[src/design/rsq_defs.svh]
// Register offsets, field positions, reset values and counts of the reset sequencer
`ifndef RSQ_DEFS_SVH
`define RSQ_DEFS_SVH

// Register byte offsets
`define RSQ_OFF_SWITCH_CONTROL_REG   8'h00
`define RSQ_OFF_SMBSTS  8'h04
`define RSQ_OFF_PHYLS   8'h08
`define RSQ_OFF_BOOT    8'h0c
`define RSQ_OFF_INTSTS  8'h10
`define RSQ_OFF_INTMSK  8'h14

// Field positions
`define RSQ_SWITCH_CONTROL_REG_HALT    0
`define RSQ_SWITCH_CONTROL_REG_UNLOCK  1
`define RSQ_SMB_DONE      0
`define RSQ_SMB_ERR       1
`define RSQ_SMB_CODE_LO   8
`define RSQ_INT_DONE      0
`define RSQ_INT_ERR       1
`define RSQ_INT_RUN       2
`define RSQ_INT_RETRAIN   3

// Error codes kept in the status register
`define RSQ_ERR_NONE  8'h00
`define RSQ_ERR_SMB   8'h01
`define RSQ_ERR_ADDR  8'h02

// Reset values and counts
`define RSQ_INT_RST      4'h0
`define RSQ_SYNC_CYC     2'h2
`define RSQ_EEP_ADDR_RST 16'h0000

`endif

[src/design/rsq_pkg.sv]
// Types shared by the reset sequencer
package rsq_pkg;

    typedef enum logic [2:0] {
        RSQ_S_CAPTURE = 3'b000,
        RSQ_S_UNLOCK  = 3'b001,
        RSQ_S_LDREQ   = 3'b010,
        RSQ_S_LDWAIT  = 3'b011,
        RSQ_S_HALT    = 3'b100,
        RSQ_S_RELOCK  = 3'b101,
        RSQ_S_RUN     = 3'b110
    } rsq_state_t;

    typedef enum logic [2:0] {
        RSQ_R_NONE   = 3'b000,
        RSQ_R_SWITCH_CONTROL_REG  = 3'b001,
        RSQ_R_SMBSTS = 3'b010,
        RSQ_R_PHYLS  = 3'b011,
        RSQ_R_BOOT   = 3'b100,
        RSQ_R_INTSTS = 3'b101,
        RSQ_R_INTMSK = 3'b110
    } rsq_sel_t;

    // One EEPROM record: last flag, target offset, data
    typedef struct packed {
        logic        last;
        logic [6:0]  rsv;
        logic [7:0]  offset;
        logic [15:0] data;
    } rsq_rec_t;

    // One incoming TLP as seen by the sequencer
    typedef struct packed {
        logic cfg_type0;
        logic cfg_other;
    } rsq_tlp_t;

endpackage

[src/design/rsq_seq.sv]
// Reset, EEPROM load and quasi-reset sequencer with APB registers
// Operation
// EEPROM modes load records into registers
// Config requests get retry status while loading
// Loaded retrain bit retrains that port
// Load error aborts, sets halt, logs error
// Completion sets done, normal unless halted
// Halt bit set puts ports quasi-reset
// Quasi-reset: type 0 config gets retry
// Quasi-reset: other TLPs dropped, credits returned
// Quasi-reset holds until halt bit cleared
// Host initializes then clears halt bit
// After release, unlock bit is cleared
// Then normal operation per captured mode
// EEPROM contents finish load within 200 ms
// Side effects fire at each record write
// Boot pins captured at reset release
// Unlock bit set early after defaults
// Load uses sequential EEPROM read transactions
`timescale 1ns/1ns
`default_nettype none
`include "rsq_defs.svh"

module rsq_seq #(
    parameter int NUM_PORTS = 16
) (
    input  wire logic                  pclk,
    input  wire logic                  presetn,
    input  wire logic                  psel,
    input  wire logic                  penable,
    input  wire logic                  pwrite,
    input  wire logic [7:0]            paddr,
    input  wire logic [31:0]           pwdata,
    output logic [31:0]                prdata,
    output logic                       pready,
    output logic                       pslverr,
    input  wire logic [3:0]            boot_switch_mode_code,
    input  wire logic                  boot_reset_halt,
    output logic                       eep_rd_req,
    output logic [15:0]                eep_rd_addr,
    input  wire logic                  eep_rd_ack,
    input  wire logic [31:0]           eep_rd_data,
    input  wire logic                  eep_rd_err,
    input  wire logic                  tlp_valid,
    input  wire rsq_pkg::rsq_tlp_t     tlp_in,
    output logic                       cfg_crs,
    output logic                       tlp_accept,
    output logic                       tlp_discard,
    output logic                       credit_return,
    output logic [NUM_PORTS-1:0]       port_retrain,
    output logic                       port_quasi_reset,
    output logic                       normal_op,
    output logic [3:0]                 switch_mode_code,
    output logic                       irq
);

    // Register select from a byte offset, used by APB and loader
    function automatic rsq_pkg::rsq_sel_t reg_sel(input logic [7:0] off);
        case (off)
            `RSQ_OFF_SWITCH_CONTROL_REG:  reg_sel = rsq_pkg::RSQ_R_SWITCH_CONTROL_REG;
            `RSQ_OFF_SMBSTS: reg_sel = rsq_pkg::RSQ_R_SMBSTS;
            `RSQ_OFF_PHYLS:  reg_sel = rsq_pkg::RSQ_R_PHYLS;
            `RSQ_OFF_BOOT:   reg_sel = rsq_pkg::RSQ_R_BOOT;
            `RSQ_OFF_INTSTS: reg_sel = rsq_pkg::RSQ_R_INTSTS;
            `RSQ_OFF_INTMSK: reg_sel = rsq_pkg::RSQ_R_INTMSK;
            default:         reg_sel = rsq_pkg::RSQ_R_NONE;
        endcase
    endfunction

    // Modes that include EEPROM initialization
    function automatic logic mode_has_eeprom(input logic [3:0] m);
        mode_has_eeprom = (m == 4'h1) || (m == 4'hd) || (m == 4'ha) || (m == 4'hb);
    endfunction

    rsq_pkg::rsq_state_t   state_reg, state_next;
    logic                  halt_s1_reg, halt_s2_reg;
    logic [1:0]            cap_cnt_reg, cap_cnt_next;
    logic [3:0]            mode_reg, mode_next;
    logic                  halt_reg, halt_next;
    logic                  unlock_reg, unlock_next;
    logic                  done_reg, done_next;
    logic                  err_reg, err_next;
    logic [7:0]            code_reg, code_next;
    logic [3:0]            ists_reg, ists_next;
    logic [3:0]            imsk_reg, imsk_next;
    logic [15:0]           eaddr_reg, eaddr_next;
    logic [NUM_PORTS-1:0]  rtr_reg, rtr_next;
    logic                  crs_reg, crs_next;
    logic                  acc_reg, acc_next;
    logic                  dis_reg, dis_next;
    logic                  cred_reg, cred_next;
    logic [31:0]           rdata_reg, rdata_next;
    logic [3:0]            msync_s1_reg, msync_s2_reg;

    rsq_pkg::rsq_rec_t     rec;
    rsq_pkg::rsq_sel_t     apb_sel, rec_sel;
    logic                  rec_take;
    logic                  apb_wr;
    logic                  apb_acc;

    assign rec      = eep_rd_data;
    assign rec_sel  = reg_sel(rec.offset);
    assign apb_sel  = reg_sel(paddr);
    assign rec_take = (state_reg == rsq_pkg::RSQ_S_LDWAIT) && eep_rd_ack;
    // Bus stalls only in the cycle a loaded record is taken
    assign pready   = !rec_take;
    assign apb_acc  = psel && penable && pready;
    assign apb_wr   = apb_acc && pwrite;
    assign pslverr  = apb_acc && (apb_sel == rsq_pkg::RSQ_R_NONE);

    // Two-flop synchronizers on the boot pins
    always_ff @(posedge pclk or negedge presetn) begin
        if (!presetn) begin
            msync_s1_reg <= 4'h0;
            msync_s2_reg <= 4'h0;
            halt_s1_reg  <= 1'b0;
            halt_s2_reg  <= 1'b0;
        end else begin
            msync_s1_reg <= boot_switch_mode_code;
            msync_s2_reg <= msync_s1_reg;
            halt_s1_reg  <= boot_reset_halt;
            halt_s2_reg  <= halt_s1_reg;
        end
    end

    // Sequencer, registers and TLP answers: next values
    always_comb begin
        state_next   = state_reg;
        cap_cnt_next = cap_cnt_reg;
        mode_next    = mode_reg;
        halt_next    = halt_reg;
        unlock_next  = unlock_reg;
        done_next    = done_reg;
        err_next     = err_reg;
        code_next    = code_reg;
        ists_next    = ists_reg;
        imsk_next    = imsk_reg;
        eaddr_next   = eaddr_reg;
        rtr_next     = '0;
        crs_next     = 1'b0;
        acc_next     = 1'b0;
        dis_next     = 1'b0;
        cred_next    = 1'b0;

        // Software writes
        if (apb_wr) begin
            case (apb_sel)
                rsq_pkg::RSQ_R_SWITCH_CONTROL_REG: begin
                    halt_next   = pwdata[`RSQ_SWITCH_CONTROL_REG_HALT];
                    unlock_next = pwdata[`RSQ_SWITCH_CONTROL_REG_UNLOCK];
                end
                rsq_pkg::RSQ_R_PHYLS:  rtr_next  = pwdata[NUM_PORTS-1:0];
                rsq_pkg::RSQ_R_INTSTS: ists_next = ists_reg & ~pwdata[3:0];
                rsq_pkg::RSQ_R_INTMSK: imsk_next = pwdata[3:0];
                default: ;
            endcase
        end

        case (state_reg)
            // Wait for synchronizers, then latch the boot vector
            rsq_pkg::RSQ_S_CAPTURE: begin
                if (cap_cnt_reg == `RSQ_SYNC_CYC) begin
                    mode_next  = msync_s2_reg;
                    halt_next  = halt_s2_reg;
                    state_next = rsq_pkg::RSQ_S_UNLOCK;
                end else begin
                    cap_cnt_next = cap_cnt_reg + 2'h1;
                end
            end
            rsq_pkg::RSQ_S_UNLOCK: begin
                unlock_next = 1'b1;
                eaddr_next  = `RSQ_EEP_ADDR_RST;
                if (mode_has_eeprom(mode_reg)) begin
                    state_next = rsq_pkg::RSQ_S_LDREQ;
                end else if (halt_next) begin
                    state_next = rsq_pkg::RSQ_S_HALT;
                end else begin
                    state_next = rsq_pkg::RSQ_S_RELOCK;
                end
            end
            rsq_pkg::RSQ_S_LDREQ: begin
                state_next = rsq_pkg::RSQ_S_LDWAIT;
            end
            rsq_pkg::RSQ_S_LDWAIT: begin
                if (rec_take) begin
                    if (eep_rd_err || rec_sel == rsq_pkg::RSQ_R_NONE) begin
                        halt_next  = 1'b1;
                        err_next   = 1'b1;
                        code_next  = eep_rd_err ? `RSQ_ERR_SMB : `RSQ_ERR_ADDR;
                        done_next  = 1'b1;
                        ists_next[`RSQ_INT_ERR] = 1'b1;
                        state_next = rsq_pkg::RSQ_S_HALT;
                    end else begin
                        // Record write acts at once, side effects included
                        case (rec_sel)
                            rsq_pkg::RSQ_R_SWITCH_CONTROL_REG: begin
                                halt_next   = rec.data[`RSQ_SWITCH_CONTROL_REG_HALT];
                                unlock_next = rec.data[`RSQ_SWITCH_CONTROL_REG_UNLOCK];
                            end
                            rsq_pkg::RSQ_R_PHYLS: begin
                                rtr_next = rec.data[NUM_PORTS-1:0];
                            end
                            rsq_pkg::RSQ_R_INTMSK: imsk_next = rec.data[3:0];
                            default: ;
                        endcase
                        eaddr_next = eaddr_reg + 16'h0001;
                        if (rec.last) begin
                            done_next  = 1'b1;
                            ists_next[`RSQ_INT_DONE] = 1'b1;
                            state_next = halt_next ? rsq_pkg::RSQ_S_HALT
                                                   : rsq_pkg::RSQ_S_RELOCK;
                        end else begin
                            state_next = rsq_pkg::RSQ_S_LDREQ;
                        end
                    end
                end
            end
            rsq_pkg::RSQ_S_HALT: begin
                if (!halt_reg) begin
                    state_next = rsq_pkg::RSQ_S_RELOCK;
                end
            end
            rsq_pkg::RSQ_S_RELOCK: begin
                unlock_next = 1'b0;
                ists_next[`RSQ_INT_RUN] = 1'b1;
                state_next  = rsq_pkg::RSQ_S_RUN;
            end
            rsq_pkg::RSQ_S_RUN: ;
            default: state_next = rsq_pkg::RSQ_S_CAPTURE;
        endcase

        if (rtr_next != '0) begin
            ists_next[`RSQ_INT_RETRAIN] = 1'b1;
        end

        // Answer each TLP according to the phase
        if (tlp_valid) begin
            if (state_reg == rsq_pkg::RSQ_S_RUN) begin
                acc_next = 1'b1;
            end else if (state_reg == rsq_pkg::RSQ_S_HALT) begin
                crs_next  = tlp_in.cfg_type0;
                dis_next  = !tlp_in.cfg_type0;
                cred_next = 1'b1;
            end else begin
                crs_next  = tlp_in.cfg_type0 || tlp_in.cfg_other;
                dis_next  = !(tlp_in.cfg_type0 || tlp_in.cfg_other);
                cred_next = 1'b1;
            end
        end
    end

    // Sequencer, registers and TLP answers: storage
    always_ff @(posedge pclk or negedge presetn) begin
        if (!presetn) begin
            state_reg   <= rsq_pkg::RSQ_S_CAPTURE;
            cap_cnt_reg <= 2'h0;
            mode_reg    <= 4'h0;
            halt_reg    <= 1'b0;
            unlock_reg  <= 1'b0;
            done_reg    <= 1'b0;
            err_reg     <= 1'b0;
            code_reg    <= `RSQ_ERR_NONE;
            ists_reg    <= `RSQ_INT_RST;
            imsk_reg    <= `RSQ_INT_RST;
            eaddr_reg   <= `RSQ_EEP_ADDR_RST;
            rtr_reg     <= '0;
            crs_reg     <= 1'b0;
            acc_reg     <= 1'b0;
            dis_reg     <= 1'b0;
            cred_reg    <= 1'b0;
        end else begin
            state_reg   <= state_next;
            cap_cnt_reg <= cap_cnt_next;
            mode_reg    <= mode_next;
            halt_reg    <= halt_next;
            unlock_reg  <= unlock_next;
            done_reg    <= done_next;
            err_reg     <= err_next;
            code_reg    <= code_next;
            ists_reg    <= ists_next;
            imsk_reg    <= imsk_next;
            eaddr_reg   <= eaddr_next;
            rtr_reg     <= rtr_next;
            crs_reg     <= crs_next;
            acc_reg     <= acc_next;
            dis_reg     <= dis_next;
            cred_reg    <= cred_next;
        end
    end

    // Read data latched in the setup phase
    always_comb begin
        rdata_next = rdata_reg;
        if (psel && !penable) begin
            rdata_next = 32'h0000_0000;
            case (apb_sel)
                rsq_pkg::RSQ_R_SWITCH_CONTROL_REG: begin
                    rdata_next[`RSQ_SWITCH_CONTROL_REG_HALT]   = halt_reg;
                    rdata_next[`RSQ_SWITCH_CONTROL_REG_UNLOCK] = unlock_reg;
                end
                rsq_pkg::RSQ_R_SMBSTS: begin
                    rdata_next[`RSQ_SMB_DONE] = done_reg;
                    rdata_next[`RSQ_SMB_ERR]  = err_reg;
                    rdata_next[`RSQ_SMB_CODE_LO +: 8] = code_reg;
                end
                rsq_pkg::RSQ_R_BOOT: begin
                    rdata_next[3:0] = mode_reg;
                    rdata_next[4]   = halt_s2_reg;
                end
                rsq_pkg::RSQ_R_INTSTS: rdata_next[3:0] = ists_reg;
                rsq_pkg::RSQ_R_INTMSK: rdata_next[3:0] = imsk_reg;
                default: ;
            endcase
        end
    end

    always_ff @(posedge pclk or negedge presetn) begin
        if (!presetn) begin
            rdata_reg <= 32'h0000_0000;
        end else begin
            rdata_reg <= rdata_next;
        end
    end

    // Outputs
    assign prdata           = rdata_reg;
    assign eep_rd_req       = (state_reg == rsq_pkg::RSQ_S_LDWAIT);
    assign eep_rd_addr      = eaddr_reg;
    assign cfg_crs          = crs_reg;
    assign tlp_accept       = acc_reg;
    assign tlp_discard      = dis_reg;
    assign credit_return    = cred_reg;
    assign port_retrain     = rtr_reg;
    assign port_quasi_reset = (state_reg == rsq_pkg::RSQ_S_HALT);
    assign normal_op        = (state_reg == rsq_pkg::RSQ_S_RUN);
    assign switch_mode_code = mode_reg;
    assign irq              = |(ists_reg & imsk_reg);

endmodule

`default_nettype wire

[config.mk]
export PLATFORM = sky130hd
export DESIGN_NAME = rsq_seq
export DESIGN_NICKNAME = d
export VERILOG_FILES = /design/src/design/rsq_pkg.sv /design/src/design/rsq_seq.sv
export VERILOG_INCLUDE_DIRS = /design/src /design/src/design
export SDC_FILE = /design/constraint.sdc
export NUM_CORES = 1
export LEC_CHECK = 0
export BUFFER_PORTS_ARGS = -buffer_cell sky130_fd_sc_hd__clkbuf_2
export CORE_ASPECT_RATIO = 1.1
export CORE_MARGIN = 2
export CORE_UTILIZATION = 52
export DETAILED_ROUTE_END_ITERATION = 12
export PLACE_DENSITY = 0.87
export SYNTH_ARGS = -nofsm -noshare
export SYNTH_HDL_FRONTEND = slang
export SYNTH_SLANG_ARGS = --single-unit
[constraint.sdc]
create_clock -name pclk -period 4.8 [get_ports pclk]
set_input_delay 0.48 -clock pclk [delete_from_list [all_inputs] [get_ports pclk]]
set_output_delay 0.48 -clock pclk [all_outputs]
set_load 0.02 [all_outputs]
==> results by group <==
Run status
  – Status: finished, final reports clean

Power
  – Internal: 0.00124 W
  – Total Power: 0.00193 W
  – Gate power share: 27.2%
  – Power density cells: 421 nW/um2
  – Net Sw Frac: 35.4%
  – Sequential share of power: 44.7%
  – Maximum vdd ir drop: 0.268 mV
  – Psw: 0.000682 W
  – Leakage power: 2.21 nW
  – Clk network pwr share: 28.1%

Synth
  – Sequential area share after synthesis: 49.5%
  – Avg Cell Area, Syn: 10.2 um2
  – Async SR Flop Fraction: 100%
  – Yosys Warn Count: 0
  – Syn Std Cell Area: 3840 um2
  – Ys flop type: dfrtp_1
  – Netlist cell types: 53
  – Number of synthesized flops with an enable pin: 0
  – Gate count of the mapped netlist: 378
  – Yosys reg bits: 76

Cells and area
  – Syn-to-layout area delta: 19.1%
  – Share of cells above drive strength 1: 29.5%
  – Fill count: 572
  – Nets@finish: 579
  – Finished Layout Cells: 580
  – Antenna cells: 0

Global route
  – Gr usage total: 23.1%
  – Total grt overflow: 0
  – First-pass GRT wire length: 14500 um
  – Vias in the first global route: 3126
  – Initial antenna violation count: 0
  – Largest net degree at the start of global routing: 77

Worst hold path
  – Worst min path class: input pin to flop

STA
  – Final Hold Fails: 0
  – Final setup vio count: 0
  – RSZ-0062 raised after global routing: false
  – Max-slew headroom: 35.8%
  – Clk_skew: 7.00 ps
  – Least-Margin Pin Slew: 958 ps
  – F_max: 395 MHz
  – Tmin final: 2530 ps
  – Period utilization: 52.8%
  – Setup total negative slack: 0 ps
  – Slew Limit Fails: 0

Routing
  – Drt first-iter violations: 178
  – Post-route ant nets: 0
  – DRT Pass-1 Iters: 4
  – DR DRC count: 0
  – Post-DR wirelength/cell: 15.8 um
  – Met3 wire len: 673 um
  – Routed met2 length: 4620 um
  – Via Count: 3253
  – Vias per cell: 5.61
  – Top sig layer: met4
  – Final wirelength: 9160 um
  – M1 WL: 3700 um

Flow run
  – Max_cap viols: 0

Placement
  – IO Port Bufs: 116
  – DP HPWL: 6820 um
  – GPL Wtd Cong: 0.874
  – DP Cell Count: 564

Worst setup path
  – Critical Path RT: 4320 ps
  – CP delay by family, top: simple AND/OR/NAND/NOR gates
  – WP data arrival: 2050 ps
  – Crit-path slowest cell: dfrtp_1
  – Crit Path Class: flop to output pin
  – Crit. End Element: output pin
  – Critical path's largest stage delay: 610 ps
  – Critical-path cell list: and4b_1, inv_2, nand3_1, a21oi_1, clkbuf_2
  – CP max FO: 14
  – Startpoint Class: flop
  – Bufs and invs on worst path: 2

CTS
  – CTS root buf: clkbuf_8
  – Post-CTS resize count: 0
  – Setup Fix Bufs, Post-CTS: 0
  – Clk buf depth: 2
  – Clk Latency, worst-skew pair: 350 ps
  – H-tree levels: 3
  – TritonCTS buffer count: 9
  – Hold-fix buffers, CTS: 0
  – CTS tree: yes
  – # clock sinks: 76
  – Worst-path clk slew: 80 ps

Die
  – DIE WIDTH: 85.9 um
  – I/O pins: 165
  – Core area: 7090 um2
  – FP Rows: 32
  – Die height: 94.1 um
  – Starting density of the core: 54.2%
  – Die area: 8090 um2
path summary, 6_finish.rpt:
| check | start | end | slack (ps) | cells past startpoint |
|---|---|---|---|---|
| max | state_reg[1]$_DFFE_PN0P_ | pslverr | 2270 | 5 |
| min | boot_switch_mode_code[2] | msync_s1_reg[2]$_DFF_PN0_ | 230 | 1 |
| max reg2reg | state_reg[1]$_DFFE_PN0P_ | ists_reg[3]$_DFFE_PN0P_ | 2320 | 5 |
| min reg2reg | halt_s1_reg$_DFF_PN0_ | halt_s2_reg$_DFF_PN0_ | 350 | 0 |
| max in group asynchronous | presetn | eep_rd_addr[7]$_DFFE_PN0P_ | 3930 | 1 |
| min in group asynchronous | presetn | prdata[4]$_DFFE_PN0P_ | 260 | 1 |
kinds of logic (layout without fill, tap and decap cells):
group / count (synthesis) / after routing / share of synthesized area (%)
xor gates and xnor gates: 12 / 12 / 2.74
and+or+nand+nor: 144 / 144 / 20.7
DFF: 76 / 76 / 49.5
AOI/OAI and AO/OA: 77 / 77 / 13.9
adders and majority gates: 2 / 2 / 0.651
muxes: 16 / 16 / 4.40
other: 1 / 25 / 0.0976
buffers and inverters: 50 / 143 / 7.95
final cells by class:
| cell class | count | area [um2] | share of cell area (%) |
|---|---|---|---|
| inverter | 11 | 41.3 | 0.903 |
| clock inverter | 4 | 72.6 | 1.59 |
| clock buffer | 12 | 145 | 3.17 |
| multi-input combinational | 276 | 1720 | 37.7 |
| sequential | 76 | 1900 | 41.6 |
| timing repair buffer | 116 | 583 | 12.7 |
| tap | 85 | 106 | 2.32 |
Yosys cell counts (3+ instances only):
master | n | area [um2]
a21oi_1 | 10 | 50.1
a22o_1 | 21 | 184
a22oi_1 | 8 | 60.1
and2_1 | 4 | 25.0
and3_1 | 4 | 25.0
buf_2 | 4 | 20.0
buf_4 | 26 | 195
clkbuf_1 | 7 | 26.3
dfrtp_1 | 76 | 1900
inv_1 | 9 | 33.8
mux2_2 | 7 | 78.8
mux2i_1 | 9 | 90.1
nand2_1 | 40 | 150
nand2b_1 | 6 | 37.5
nand3_1 | 9 | 45.0
nand4_1 | 5 | 31.3
nor2_1 | 27 | 101
nor3_1 | 12 | 60.1
nor3b_1 | 3 | 22.5
nor4_1 | 11 | 68.8
nor4_2 | 4 | 50.1
o21ai_0 | 7 | 35.0
o21ai_1 | 15 | 75.1
or3_1 | 3 | 18.8
or4_1 | 4 | 30.0
xnor2_1 | 11 | 96.3
power groups by stage:
stage,Sequential [W],Combinational [W],Clock (W)
2_1_floorplan,0.000874,0.000346,0
3_3_place_gp,0.000867,0.000505,0
3_5_place_dp,0.000873,0.000523,0
4_1_cts,0.000861,0.000528,0.000550
5_1_grt,0.000879,0.000580,0.000571
6_report,0.000861,0.000524,0.000541
per-layer routing:
layer  track usage, %  vias up
met5                0        -
met4             9.92        0
met3             5.80       14
met2             39.3      131
met1             27.7     1572
li1                 -     1536
layout by cell type (no fill, tap or decap), drive strengths merged, types with 6 or more instances in the layout:
cell type,count
nand2,40
a22o,21
clkbuf,127
dfrtp,76
nor4,17
nand3,9
xnor2,11
o21ai,22
mux2i,9
a22oi,8
conb,25
a21oi,10
nand2b,6
nor3,12
inv,10
nor2,27
mux2,7
through the flow:
stage	setup WS, ps	util (%)	area [um2]	hold WS (ps)
global placement	2410	61.5	4360	334
CTS	2260	64.5	4570	213
detailed placement	2350	61.5	4360	335
floorplan	2700	-	3930	184
global route	2120	64.5	4570	208
finish	2270	64.5	4570	230
worst reg2reg max path, cell delays in order (launching register included):
cell     delay, ps
dfrtp_1        610
and4b_1        580
and4_1         710
nor2_1         110
o31ai_1        230
nand3_1        110
Power figures use the tool's default switching activity.
